### src/svpe_pkg.sv
package svpe_pkg;

    // ------------------------------------------------------------
    // Timing
    // ------------------------------------------------------------
    localparam int CLOCK_HZ = 50_000_000;
    localparam int REPLY_WAIT_MS = 30;
    localparam int REPLY_WAIT_CYCLES = (CLOCK_HZ / 1000) * REPLY_WAIT_MS;
    localparam int TIMER_WIDTH = 24;

    // ------------------------------------------------------------
    // Message command codes
    // ------------------------------------------------------------
    localparam logic [2:0] CMD_NONE = 3'h0;
    localparam logic [2:0] CMD_IDENTITY = 3'h1;
    localparam logic [2:0] CMD_VENDOR_IDS = 3'h2;
    localparam logic [2:0] CMD_MODES = 3'h3;
    localparam logic [2:0] CMD_ENTER = 3'h4;
    localparam logic [2:0] CMD_EXIT = 3'h5;
    localparam logic [2:0] CMD_ATTENTION = 3'h6;

    // Command type carried with each message
    localparam logic [1:0] KIND_REQUEST = 2'h0;
    localparam logic [1:0] KIND_ACK = 2'h1;
    localparam logic [1:0] KIND_NAK = 2'h2;
    localparam logic [1:0] KIND_BUSY = 2'h3;

    // Outcome reported to the policy manager
    localparam logic [1:0] RESULT_ACK = 2'h0;
    localparam logic [1:0] RESULT_NAK = 2'h1;
    localparam logic [1:0] RESULT_BUSY = 2'h2;
    localparam logic [1:0] RESULT_TIMEOUT = 2'h3;

    localparam int DATA_WIDTH = 32;

    typedef struct packed {
        logic [2:0] cmd;
        logic [1:0] kind;
        logic [DATA_WIDTH-1:0] data;
    } svpe_msg_t;

    typedef struct packed {
        logic [2:0] cmd;
        logic [1:0] result;
        logic [DATA_WIDTH-1:0] data;
    } svpe_report_t;

endpackage : svpe_pkg

### src/svpe_reply_timer.sv
`timescale 1ns/100ps
module svpe_reply_timer #(
    parameter int unsigned CYCLES = svpe_pkg::REPLY_WAIT_CYCLES
) (
    input wire logic clock,
    input wire logic rst,
    input wire logic start,
    input wire logic stop,
    output logic expired
);
    import svpe_pkg::*;

    localparam logic [TIMER_WIDTH-1:0] LOAD = TIMER_WIDTH'(CYCLES);
    logic [TIMER_WIDTH-1:0] count;
    logic running;
    wire atEnd = running && (count == TIMER_WIDTH'(1));

    always_ff @(posedge clock or posedge rst) begin
        if (rst) begin
            count <= '0;
            running <= 1'b0;
            expired <= 1'b0;
        end else begin
            expired <= atEnd && !start && !stop;
            if (start) begin
                count <= LOAD;
                running <= 1'b1;
            end else if (stop || atEnd) begin
                running <= 1'b0;
            end else if (running) begin
                count <= count - TIMER_WIDTH'(1);
            end
        end
    end
endmodule : svpe_reply_timer

### src/svpe_msg_latch.sv
`timescale 1ns/100ps
module svpe_msg_latch (
    input wire logic clock,
    input wire logic rst,
    input wire logic load,
    input wire svpe_pkg::svpe_msg_t nextValue,
    output svpe_pkg::svpe_msg_t value
);
    import svpe_pkg::*;

    always_ff @(posedge clock or posedge rst) begin
        if (rst) begin
            value <= '0;
        end else if (load) begin
            value <= nextValue;
        end
    end
endmodule : svpe_msg_latch

### src/svpe_engine.sv
`timescale 1ns/100ps
// Behaviour
// - Identity request: fetch identity, send ACK
// - Vendor ID request: fetch, send ACK, return
// - Modes request: fetch, send ACK, return
// - Enter request: manager judges and enters mode
// - Mode entered: send entry ACK, return
// - Entry refused: send NAK as manager says
// - Exit request: manager leaves named mode
// - Mode left: send exit ACK, return
// - Manager attention: send Attention, return
// - Identity handled only in normal/safe operation
// - Identity query: send request, start timer
// - Identity ACK in time: deliver data
// - Identity NAK/BUSY/timeout: report which
// - Vendor ID query: send request, start timer
// - Vendor ID ACK: deliver data
// - Vendor ID NAK/BUSY/timeout: report which
module svpe_engine #(
    parameter int unsigned REPLY_WAIT = svpe_pkg::REPLY_WAIT_CYCLES
) (
    input wire logic clock,
    input wire logic rst,
    input wire logic powerRoleSource,
    input wire logic safeOrNormalOp,
    input wire logic rxValid,
    input wire svpe_pkg::svpe_msg_t rxMsg,
    output logic txValid,
    output svpe_pkg::svpe_msg_t txMsg,
    input wire logic txDone,
    output logic pmFetch,
    output logic [2:0] pmFetchCmd,
    output svpe_pkg::svpe_msg_t pmRequestMsg,
    input wire logic pmDataValid,
    input wire logic [31:0] pmData,
    input wire logic pmEntryNak,
    input wire logic [1:0] pmNakKind,
    input wire logic pmAttention,
    input wire logic pmQueryIdentity,
    input wire logic pmQueryVendorIds,
    output logic reportValid,
    output svpe_pkg::svpe_report_t report,
    input wire logic reportTaken,
    output logic sourceIdle,
    output logic sinkIdle
);
    import svpe_pkg::*;

    // ------------------------------------------------------------
    // States
    // ------------------------------------------------------------
    typedef enum logic [17:0] {
        source_idle_state = 18'h00001,
        sink_idle_state = 18'h00002,
        resp_fetch_identity = 18'h00004,
        resp_reply_identity = 18'h00008,
        resp_fetch_vendor_ids = 18'h00010,
        resp_reply_vendor_ids = 18'h00020,
        resp_fetch_modes = 18'h00040,
        resp_reply_modes = 18'h00080,
        resp_judge_entry = 18'h00100,
        resp_entry_accept = 18'h00200,
        resp_entry_refuse = 18'h00400,
        resp_leave_mode = 18'h00800,
        resp_leave_accept = 18'h01000,
        resp_attention_send = 18'h02000,
        init_identity_query = 18'h04000,
        init_vendor_id_query = 18'h08000,
        init_done = 18'h10000,
        init_fail = 18'h20000
    } svpe_state_t;

    svpe_state_t state;
    svpe_state_t next_state;
    svpe_state_t readyState;

    // ------------------------------------------------------------
    // Decode
    // ------------------------------------------------------------
    wire atReady = (state == source_idle_state) || (state == sink_idle_state);
    wire rxRequest = rxValid && (rxMsg.kind == KIND_REQUEST);
    wire rxReply = rxValid && (rxMsg.kind != KIND_REQUEST);
    wire reqIdentity = atReady && rxRequest && (rxMsg.cmd == CMD_IDENTITY) && safeOrNormalOp;
    wire reqVendor = atReady && rxRequest && (rxMsg.cmd == CMD_VENDOR_IDS);
    wire reqModes = atReady && rxRequest && (rxMsg.cmd == CMD_MODES);
    wire reqEnter = atReady && rxRequest && (rxMsg.cmd == CMD_ENTER);
    wire reqExit = atReady && rxRequest && (rxMsg.cmd == CMD_EXIT);
    wire anyRxReq = reqIdentity || reqVendor || reqModes || reqEnter || reqExit;
    wire waiting = (state == init_identity_query) || (state == init_vendor_id_query);
    wire [2:0] waitCmd = (state == init_identity_query) ? CMD_IDENTITY : CMD_VENDOR_IDS;
    wire replyMatch = waiting && rxReply && (rxMsg.cmd == waitCmd);
    wire replyAck = replyMatch && (rxMsg.kind == KIND_ACK);
    wire replyFail = replyMatch && (rxMsg.kind != KIND_ACK);
    wire timerExpired;
    wire timeoutHit = waiting && timerExpired && !replyMatch;
    wire startQuery = atReady && !anyRxReq && !pmAttention
        && (pmQueryIdentity || pmQueryVendorIds);

    // ------------------------------------------------------------
    // Reply timer
    // ------------------------------------------------------------
    svpe_reply_timer #(.CYCLES(REPLY_WAIT)) replyTimer (
        .clock(clock),
        .rst(rst),
        .start(startQuery),
        .stop(replyMatch),
        .expired(timerExpired)
    );

    // ------------------------------------------------------------
    // Held copy of the request under service
    // ------------------------------------------------------------
    svpe_msg_latch requestLatch (
        .clock(clock),
        .rst(rst),
        .load(anyRxReq),
        .nextValue(rxMsg),
        .value(pmRequestMsg)
    );

    // ------------------------------------------------------------
    // Next state
    // ------------------------------------------------------------
    always_comb begin
        readyState = powerRoleSource ? source_idle_state : sink_idle_state;
        next_state = state;
        unique case (state)
            source_idle_state, sink_idle_state: begin
                if (reqIdentity) begin
                    next_state = resp_fetch_identity;
                end else if (reqVendor) begin
                    next_state = resp_fetch_vendor_ids;
                end else if (reqModes) begin
                    next_state = resp_fetch_modes;
                end else if (reqEnter) begin
                    next_state = resp_judge_entry;
                end else if (reqExit) begin
                    next_state = resp_leave_mode;
                end else if (pmAttention) begin
                    next_state = resp_attention_send;
                end else if (pmQueryIdentity) begin
                    next_state = init_identity_query;
                end else if (pmQueryVendorIds) begin
                    next_state = init_vendor_id_query;
                end else begin
                    next_state = readyState;
                end
            end
            resp_fetch_identity: begin
                if (pmDataValid) begin
                    next_state = resp_reply_identity;
                end
            end
            resp_fetch_vendor_ids: begin
                if (pmDataValid) begin
                    next_state = resp_reply_vendor_ids;
                end
            end
            resp_fetch_modes: begin
                if (pmDataValid) begin
                    next_state = resp_reply_modes;
                end
            end
            resp_judge_entry: begin
                if (pmEntryNak) begin
                    next_state = resp_entry_refuse;
                end else if (pmDataValid) begin
                    next_state = resp_entry_accept;
                end
            end
            resp_leave_mode: begin
                if (pmDataValid) begin
                    next_state = resp_leave_accept;
                end
            end
            resp_reply_identity, resp_reply_vendor_ids, resp_reply_modes,
            resp_entry_accept, resp_entry_refuse, resp_leave_accept,
            resp_attention_send: begin
                if (txDone) begin
                    next_state = readyState;
                end
            end
            init_identity_query, init_vendor_id_query: begin
                if (replyAck) begin
                    next_state = init_done;
                end else if (replyFail || timeoutHit) begin
                    next_state = init_fail;
                end
            end
            init_done, init_fail: begin
                if (reportTaken) begin
                    next_state = readyState;
                end
            end
            default: begin
                next_state = readyState;
            end
        endcase
    end

    always_ff @(posedge clock or posedge rst) begin
        if (rst) begin
            state <= sink_idle_state;
        end else begin
            state <= next_state;
        end
    end

    // ------------------------------------------------------------
    // Outgoing message
    // ------------------------------------------------------------
    wire enterSend = (next_state != state);
    wire sendNow = enterSend && (next_state inside {resp_reply_identity,
        resp_reply_vendor_ids, resp_reply_modes, resp_entry_accept,
        resp_entry_refuse, resp_leave_accept, resp_attention_send,
        init_identity_query, init_vendor_id_query});
    logic [2:0] next_txCmd;
    logic [1:0] next_txKind;

    always_comb begin
        next_txCmd = CMD_NONE;
        next_txKind = KIND_ACK;
        unique case (next_state)
            resp_reply_identity: next_txCmd = CMD_IDENTITY;
            resp_reply_vendor_ids: next_txCmd = CMD_VENDOR_IDS;
            resp_reply_modes: next_txCmd = CMD_MODES;
            resp_entry_accept: next_txCmd = CMD_ENTER;
            resp_entry_refuse: begin
                next_txCmd = CMD_ENTER;
                next_txKind = (pmNakKind == KIND_BUSY) ? KIND_BUSY : KIND_NAK;
            end
            resp_leave_accept: next_txCmd = CMD_EXIT;
            resp_attention_send: begin
                next_txCmd = CMD_ATTENTION;
                next_txKind = KIND_REQUEST;
            end
            init_identity_query: begin
                next_txCmd = CMD_IDENTITY;
                next_txKind = KIND_REQUEST;
            end
            init_vendor_id_query: begin
                next_txCmd = CMD_VENDOR_IDS;
                next_txKind = KIND_REQUEST;
            end
            default: begin
                next_txCmd = CMD_NONE;
            end
        endcase
    end

    always_ff @(posedge clock or posedge rst) begin
        if (rst) begin
            txValid <= 1'b0;
            txMsg <= '0;
        end else begin
            if (sendNow) begin
                txValid <= 1'b1;
                txMsg.cmd <= next_txCmd;
                txMsg.kind <= next_txKind;
                txMsg.data <= pmDataValid ? pmData : '0;
            end else if (txDone) begin
                txValid <= 1'b0;
            end
        end
    end

    // ------------------------------------------------------------
    // Policy manager side
    // ------------------------------------------------------------
    wire fetchState = (state inside {resp_fetch_identity, resp_fetch_vendor_ids,
        resp_fetch_modes, resp_judge_entry, resp_leave_mode});
    wire [1:0] failResult = timeoutHit ? RESULT_TIMEOUT
        : (rxMsg.kind == KIND_BUSY) ? RESULT_BUSY : RESULT_NAK;

    assign pmFetch = fetchState;
    assign pmFetchCmd = pmRequestMsg.cmd;
    assign reportValid = (state == init_done) || (state == init_fail);
    assign sourceIdle = (state == source_idle_state);
    assign sinkIdle = (state == sink_idle_state);

    always_ff @(posedge clock or posedge rst) begin
        if (rst) begin
            report <= '0;
        end else if (replyAck || replyFail || timeoutHit) begin
            report.cmd <= waitCmd;
            report.result <= replyAck ? RESULT_ACK : failResult;
            report.data <= replyAck ? rxMsg.data : '0;
        end
    end

endmodule : svpe_engine

### config.mk
export PLATFORM = sky130hd
export DESIGN_NAME = svpe_engine
export DESIGN_NICKNAME = d
export VERILOG_FILES = /design/src/svpe_pkg.sv /design/src/svpe_reply_timer.sv /design/src/svpe_msg_latch.sv /design/src/svpe_engine.sv
export SDC_FILE = /design/constraint.sdc
export NUM_CORES = 1
export LEC_CHECK = 0
export CAP_MARGIN = 0
export CORE_AREA = 2 2 161 163
export DETAILED_ROUTE_END_ITERATION = 8
export DIE_AREA = 0 0 163 165
export DONT_BUFFER_PORTS = 1
export GPL_ROUTABILITY_DRIVEN = 1
export PLACE_DENSITY_LB_ADDON = 0.12
export SYNTH_ARGS = -nofsm -noshare
export SYNTH_HDL_FRONTEND = slang
export SYNTH_SLANG_ARGS = --single-unit
### constraint.sdc
create_clock -name clock -period 5.9 [get_ports clock]
set_input_delay 0.885 -clock clock [delete_from_list [all_inputs] [get_ports clock]]
set_output_delay 0.885 -clock clock [all_outputs]
set_load 0.02 [all_outputs]
# Yosys cells after proc, flatten, opt, wreduce, memory -nomap -nowiden
# Cells that the tools add are included.
word_totals:
  ff_bits: 156
  inputBits: 83
  out_inout_bits: 119
  wordCells: 145
classes:
  n_addsub: 1
  n_eq_ne: 40
  mux: 36
  reduce_logical: 54
ops:
  columns: ["operator", "count"]
  rows:
  - ["$mux 18", 10]
  - ["$pmux 18 s9", 1]
  - ["$mux 16", 8]
  - ["$mux 24", 3]
  - ["$mux 32", 2]
  - ["$eq 18x10->1 const B", 2]
  - ["$eq 18x11->1 const B", 2]
  - ["$eq 18x13->1 const B", 2]
  - ["$eq 18x14->1 const B", 2]
  - ["$eq 18x15->1 const B", 2]
  - ["$eq 18x16->1 const B", 2]
  - ["$eq 18x4->1 const B", 2]
  - ["$eq 18x6->1 const B", 2]
  - ["$eq 18x8->1 const B", 2]
  - ["$eq 24x1->1 const B", 1]
  - ["$sub 24x1->24 const B", 1]
  - ["$logic_and 1x1->1", 22]
  - ["$eq 18x1->1 const B", 1]
  - ["$eq 18x12->1 const B", 1]
  - ["$eq 18x17->1 const B", 1]
  - ["$eq 18x18->1 const B", 1]
  - ["$eq 18x2->1 const B", 1]
  - ["$eq 18x3->1 const B", 1]
  - ["$eq 18x5->1 const B", 1]
  - ["other kinds (24)", 58]

# Logic depth before layout (Yosys ltp)
depth:
  depth_word: 16
  ltp_mapped: 12
  ltp_nobuf: 9

# By module
# From an unflattened synthesis, not the netlist that was laid out.
hier_totals:
  cells_unflattened: 736
  hier_area_um2: 7847.5
by_module_without_submodules:
  columns: ["module", "instances", "cells_per_inst", "area_each_um2", "seq_area_each_um2"]
  rows:
  - ["svpe_engine", 1, 502, 4858.4, 2303.5]
  - ["svpe_msg_latch", 1, 79, 1530.2, 925.9]
  - ["svpe_reply_timer", 1, 155, 1458.9, 650.6]

# Worst setup path before layout
# Ideal clock, no wire load.
synth_timing:
  path_type: "input to register"
  startpoint: "input rxMsg[36] (netlist name)"
  endpoint: "register txMsg[32] (netlist name)"
  setup_ns: 0.128
  arrival_ns: 3.212
  required_time_ns: 5.772
  slack_ns: 2.560
  cell_stages: 9
  path_buffers: 1
  path_cell_list: "clkbuf_1 nor3b_1 o211ai_1 and3_4 or3_1 a2111oi_0 and4bb_2 nor2_8 mux2_1"
synth_via:
  elab_chain_cells: 11
  elab_cells_between_ends: 40
  classes_between: "eq/ne: 16; mux: 9; reduce/logical: 15"
synth_lines:
  columns: ["item", "line", "text"]
  rows:
  - ["start: declaration", "svpe_engine.sv:27", "input wire svpe_pkg::svpe_msg_t rxMsg,"]
  - ["$eq 3x3->1 or $eq 3x2->1 (tied branches)", "svpe_engine.sv:87, svpe_engine.sv:91", null]
  - ["$logic_and 1x1->1, on equally long branches", "svpe_engine.sv:87, svpe_engine.sv:91", null]
  - ["$mux 16 or $logic_not 1->1 (tied branches)", "svpe_engine.sv:137, svpe_engine.sv:95", null]
  - ["$mux 16 or $logic_and 1x1->1 (tied branches)", "svpe_engine.sv:135, svpe_engine.sv:95", null]
  - ["$mux 16 or $logic_or 1x1->1 (tied branches)", "svpe_engine.sv:133, svpe_engine.sv:186", null]
  - ["$mux 16 or $mux 18 (tied branches)", "svpe_engine.sv:131, svpe_engine.sv:186", null]
  - ["$mux 16 or $mux 18 (tied branches)", "svpe_engine.sv:129, svpe_engine.sv:184", null]
  - ["$pmux 18 s9 *", "svpe_engine.sv:127", "unique case (state)"]
  - ["$eq 18x14->1 (tied with other cells)", "svpe_engine.sv:213, svpe_engine.sv:223", null]
  - ["$reduce_or 3->1 (no line) or $reduce_bool 9->1 (tied branches)", null, null]
  - ["$pmux 2 s2 or $logic_and 1x1->1 (tied branches)", "svpe_engine.sv:223, svpe_engine.sv:213", null]
  - ["end: declaration", "svpe_engine.sv:29", "output svpe_pkg::svpe_msg_t txMsg,"]
# Mark *: on every way between the ends. The rest lies on a longest branch, timed or not.
# A chain may end at the register's enable or synchronous reset.

# Final worst setup path
layout_timing:
  startpoint: "register state[11]"
  endpoint: "register txMsg[35] (netlist name)"
layout_via:
  elab_chain_cells: 13
  elab_cells_between_ends: 73
  classes_between: "eq/ne: 29; mux: 18; reduce/logical: 26"
layout_lines:
  columns: ["item", "line", "text"]
  rows:
  - ["start: declaration", "svpe_engine.sv:73", "svpe_state_t state;"]
  - ["start signal: assignment", "svpe_engine.sv:203", "state <= sink_idle_state;"]
  - ["start signal: assignment", "svpe_engine.sv:205", "state <= next_state;"]
  - ["$eq 18x15->1 (tied with other cells)", "svpe_engine.sv:89, svpe_engine.sv:90, svpe_engine.sv:127", null]
  - ["$mux 2 (tied with other cells)", "svpe_engine.sv:90", "wire [2:0] waitCmd = (state == init_identity_query) ? CMD_IDENTITY : CMD_VENDOR_IDS;"]
  - ["$eq 3x2->1 (tied with other cells)", "svpe_engine.sv:91", "wire replyMatch = waiting && rxReply && (rxMsg.cmd == waitCmd);"]
  - ["$logic_and 1x1->1, on equally long branches", "svpe_engine.sv:91, svpe_engine.sv:87", null]
  - ["$logic_not 1->1 or $mux 16 (tied branches)", "svpe_engine.sv:95, svpe_engine.sv:137", null]
  - ["$logic_and 1x1->1 or $mux 16 (tied branches)", "svpe_engine.sv:95, svpe_engine.sv:135", null]
  - ["$logic_or 1x1->1 or $mux 16 (tied branches)", "svpe_engine.sv:186, svpe_engine.sv:133", null]
  - ["$mux 18 or $mux 16 (tied branches)", "svpe_engine.sv:186, svpe_engine.sv:131", null]
  - ["$mux 18 or $mux 16 (tied branches)", "svpe_engine.sv:184, svpe_engine.sv:129", null]
  - ["$pmux 18 s9", "svpe_engine.sv:127", null]
  - ["$eq 18x6->1 (tied with other cells)", "svpe_engine.sv:213, svpe_engine.sv:223", null]
  - ["$reduce_or 2->1 (no line) or $reduce_bool 9->1 (tied branches)", null, null]
  - ["$pmux 3 s6 or $logic_and 1x1->1 (tied branches)", "svpe_engine.sv:223, svpe_engine.sv:213", null]
# Parallel ways exist; a longest one is shown, timed or not.

==> summary.md <==
| Metric | Value |
|---|---|
| Nets@finish | 749 |
| Critical-path cell list | nor4_2, nand2_1, nor3_1, nand3_1, nand3_1, a2bb2oi_1, and4bb_2, nor2_8, mux2_1 |
| Transition time of the tightest slew-check pin | 1.05 ns |
| Routed wire length | 21200 um |
| Sequential element share of the synthesized area | 52.3% |
| CP Data Required Time | 6.20 ns |
| Worst-path clk slew | 0.07 ns |
| Die H | 165 um |
| Setup Crit Path Kind | flip-flop to flip-flop |
| Worst path slowest cell | nor3_1 |
| Vias in the first global route | 5569 |
| Clk Latency, worst-skew pair | 0.44 ns |
| Die Wd | 163 um |
| DRT antenna net count | 0 |
| I/O Buffers | 0 |
| Gr ovfl total | 0 |
| Site row count | 58 |
| Synth Flop Type | dfrtp_1 |
| Met2 usage | 25.3% |
| Worst hold path depth | 1 |
| Synth Cell Area | 0.00741 mm2 |
| # hold bufs at CTS | 0 |
| WL/cell | 21.1 um |
| Crit-path max cell delay | 0.81 ns |
| Net count after synthesis | 762 |
| Synth warn | 0 |
| Via count | 5274 |
| Final non-filler cell area | 0.00828 mm2 |
| First-pass GRT wire length | 32700 um |
| Power share of the combinational group | 28.5% |
| WP data arrival | 4.54 ns |
| Cells after synthesis | 677 |
| CTS sink cnt | 155 |
| Max_cap viols | 0 |
| Core box area | 0.0250 mm2 |
| Count of cell types in the netlist | 76 |
| Layout cells sized above 1 | 14.3% |
| Setup slack after placement | 1.71 ns |
| Clock power frac | 26.3% |
| Yosys top cell area share | 52.0% |
| Met3 usage | 5.73% |
| Minimum clock period | 4.24 ns |
| Residual DRC | 0 |
| Largest area contributor in the netlist | dfrtp_1 |
| Final hold vios | 0 |
| Hold crit path type | input pin to flip-flop |
| Peak Freq | 0.236 GHz |
| Worst Setup End Kind | flip-flop |
| Routability-driven placement congestion ratio | 0.910 |
| DRT Pass-1 Iters | 4 |
| Tcrit/Tclk final | 71.9% |
| Switching Fraction | 40.9% |
| Routing usage on met1 | 20.2% |
| Setup Viol. Count Final | 0 |
| Worst r2r path cells | 9 |
| Placed Area | 0.00769 mm2 |
| Status | complete, no violations |
| Synth top area cells | dfrtp_1 52%, mux2_2 5.0%, mux2i_1 4.6% |
| Iteration-0 DRC Markers | 404 |
| Number of flops mapped to enable cells by yosys | 0 |
| PwrDens | 516 mW/mm2 |
| Busiest grt layer | met2 |
| Total Routing Usage GR | 16.0% |
| Clk buf depth | 2 |
| Cell seen most often among critical-path stages | nand3_1 |
| Ys async rst share | 100% |
| CTS tree | built |
| Post-CTS Setup Repair Bufs | 0 |
| Crit path setup slack, layout | 1.66 ns |
| CP Launch Type | flip-flop |
| Initial antenna violation count | 0 |
| Via-to-Cell Ratio | 5.24 |
| Skew final | 0.0240 ns |
| Switching power | 1.75 mW |
| Flop pwr share | 45.2% |
| Internal power | 2.53 mW |
| Post-cts resize count | 0 |
| DP HPWL | 15100 um |
| Starting Density | 29.6% |
| Pin count of the biggest net entering global routing | 108 |
| Average size of a mapped cell | 11.0 um2 |
| Maximum vdd drop | 0.238 mV |
| Syn-to-layout area delta | 11.7% |
| Relative slew slack | 30.1% |
| Clock root buffer | clkbuf_16 |
| H-tree depth | 4 |
| Utilization after layout | 33.1% |
| Hold_ws | 0.495 ns |
| Count of state elements after synthesis | 155 |
| Cts bufs inserted | 17 |
| Setup TNS | 0 ns |
| I/O pin count | 202 |
| Final Max Tran Viols | 0 |
| Unrepaired setup endpoints after global routing | false |
| Leak | 3.63 nW |
| Die area | 0.0269 mm2 |
| Worst-path fanout max | 37 |
[path summary, 6_finish.rpt]
check                                     end  slack (ns)          startpoint
max                                 txMsg[35]        1.66           state[11]
min                                  state[1]        0.50     powerRoleSource
max reg2reg                         txMsg[35]        1.66           state[11]
min reg2reg                replyTimer.running        0.52  replyTimer.running
max in group asynchronous            state[7]        4.03                 rst
min in group asynchronous           txMsg[10]        0.51                 rst
[kinds of logic after synthesis]
kind of cell / Yosys count / synth area share, %
XOR/XNOR: 19 / 2.24
adder cells (fa/ha/maj): 2 / 0.337
flip-flops: 155 / 52.3
multiplexers: 69 / 9.91
other: 1 / 0.0506
AO/OA/AOI/OAI: 118 / 12.3
buffers and inverters: 84 / 5.05
AND/OR/NAND/NOR: 229 / 17.8
[per-layer routing]
metal | vias up | routed length, um
met5 | - | 0
met4 | 0 | 376
met3 | 28 | 1850
met2 | 199 | 10200
met1 | 2653 | 8860
li1 | 2394 | -
[power groups by stage]
stage	clock, mW	sequential (mW)	combinational (mW)
2_1_floorplan	0	1.82	1.07
5_1_grt	1.20	1.97	1.34
4_1_cts	1.16	1.94	1.23
3_3_place_gp	0	1.95	1.22
6_report	1.12	1.93	1.22
3_5_place_dp	0	1.95	1.23
[registers in the layout, summed over array words and instances, names as in the netlist]
signal / cells
requestLatch.value: 37
txMsg: 37
report: 36
replyTimer.count: 24
state: 18
replyTimer.expired: 1
replyTimer.running: 1
txValid: 1
[final cells by class]
type / instances / area, um2
Fill cell: 2539 / 16800
Sequential cell: 155 / 3880
Multi-Input combinational cell: 438 / 3180
Clock buffer: 17 / 425
Tap cell: 330 / 413
Inverter: 47 / 181
Clock inverter: 14 / 161
Timing Repair Buffer: 5 / 37.5
Antenna cell: 1 / 2.50
[Yosys cell counts (4+ instances only)]
cell type / number
nor2b_1: 11
a22o_1: 34
mux2i_1: 34
nor4_4: 5
nand2_1: 63
o22ai_1: 4
xor2_1: 7
nand3b_1: 4
nor2_1: 37
inv_1: 47
mux2_2: 33
o21a_1: 4
buf_2: 4
nor3b_1: 5
a21o_1: 5
nand3_1: 20
nand4_1: 6
xnor2_1: 12
buf_4: 6
or3_1: 15
a21oi_1: 10
nor4_1: 8
clkbuf_1: 22
o21ai_0: 23
nor3_1: 17
a211oi_1: 4
dfrtp_1: 154
a31oi_1: 4
and3_1: 9
buf_6: 4
[per-stage QoR]
stage | total power [mW] | instances
final | 4.27 | 1007
after global routing | 4.51 | 1006
after CTS | 4.33 | 1006
after detailed placement | 3.18 | 975
after global placement | 3.17 | 975
after floorplan | 2.89 | 677
[layout by cell type (no fill, tap or decap), types with 5 or more instances in the layout]
| cell type | n |
|---|---|
| inv_6 | 5 |
| a21oi_1 | 10 |
| clkbuf_16 | 17 |
| nand4_1 | 6 |
| nor2_1 | 37 |
| o21ai_0 | 22 |
| inv_1 | 46 |
| or3_1 | 15 |
| dfrtp_1 | 154 |
| xnor2_1 | 12 |
| nor2b_1 | 11 |
| and3_1 | 9 |
| nor4_1 | 8 |
| nand2_1 | 63 |
| xor2_1 | 7 |
| mux2_2 | 33 |
| nor3_1 | 16 |
| nand3_1 | 20 |
| mux2i_1 | 34 |
| buf_4 | 5 |
| a21o_1 | 5 |
| nor4_4 | 5 |
| a22o_1 | 34 |
[critical path, delay by kind of cell, from the launching register on]
family           cells  cell delay (ns)
AO/OA/AOI/OAI        1             0.13
flip-flops           1             0.49
multiplexers         1             0.38
AND/OR/NAND/NOR      7             3.11
Note: power is estimated with default switching activity, not from simulation.
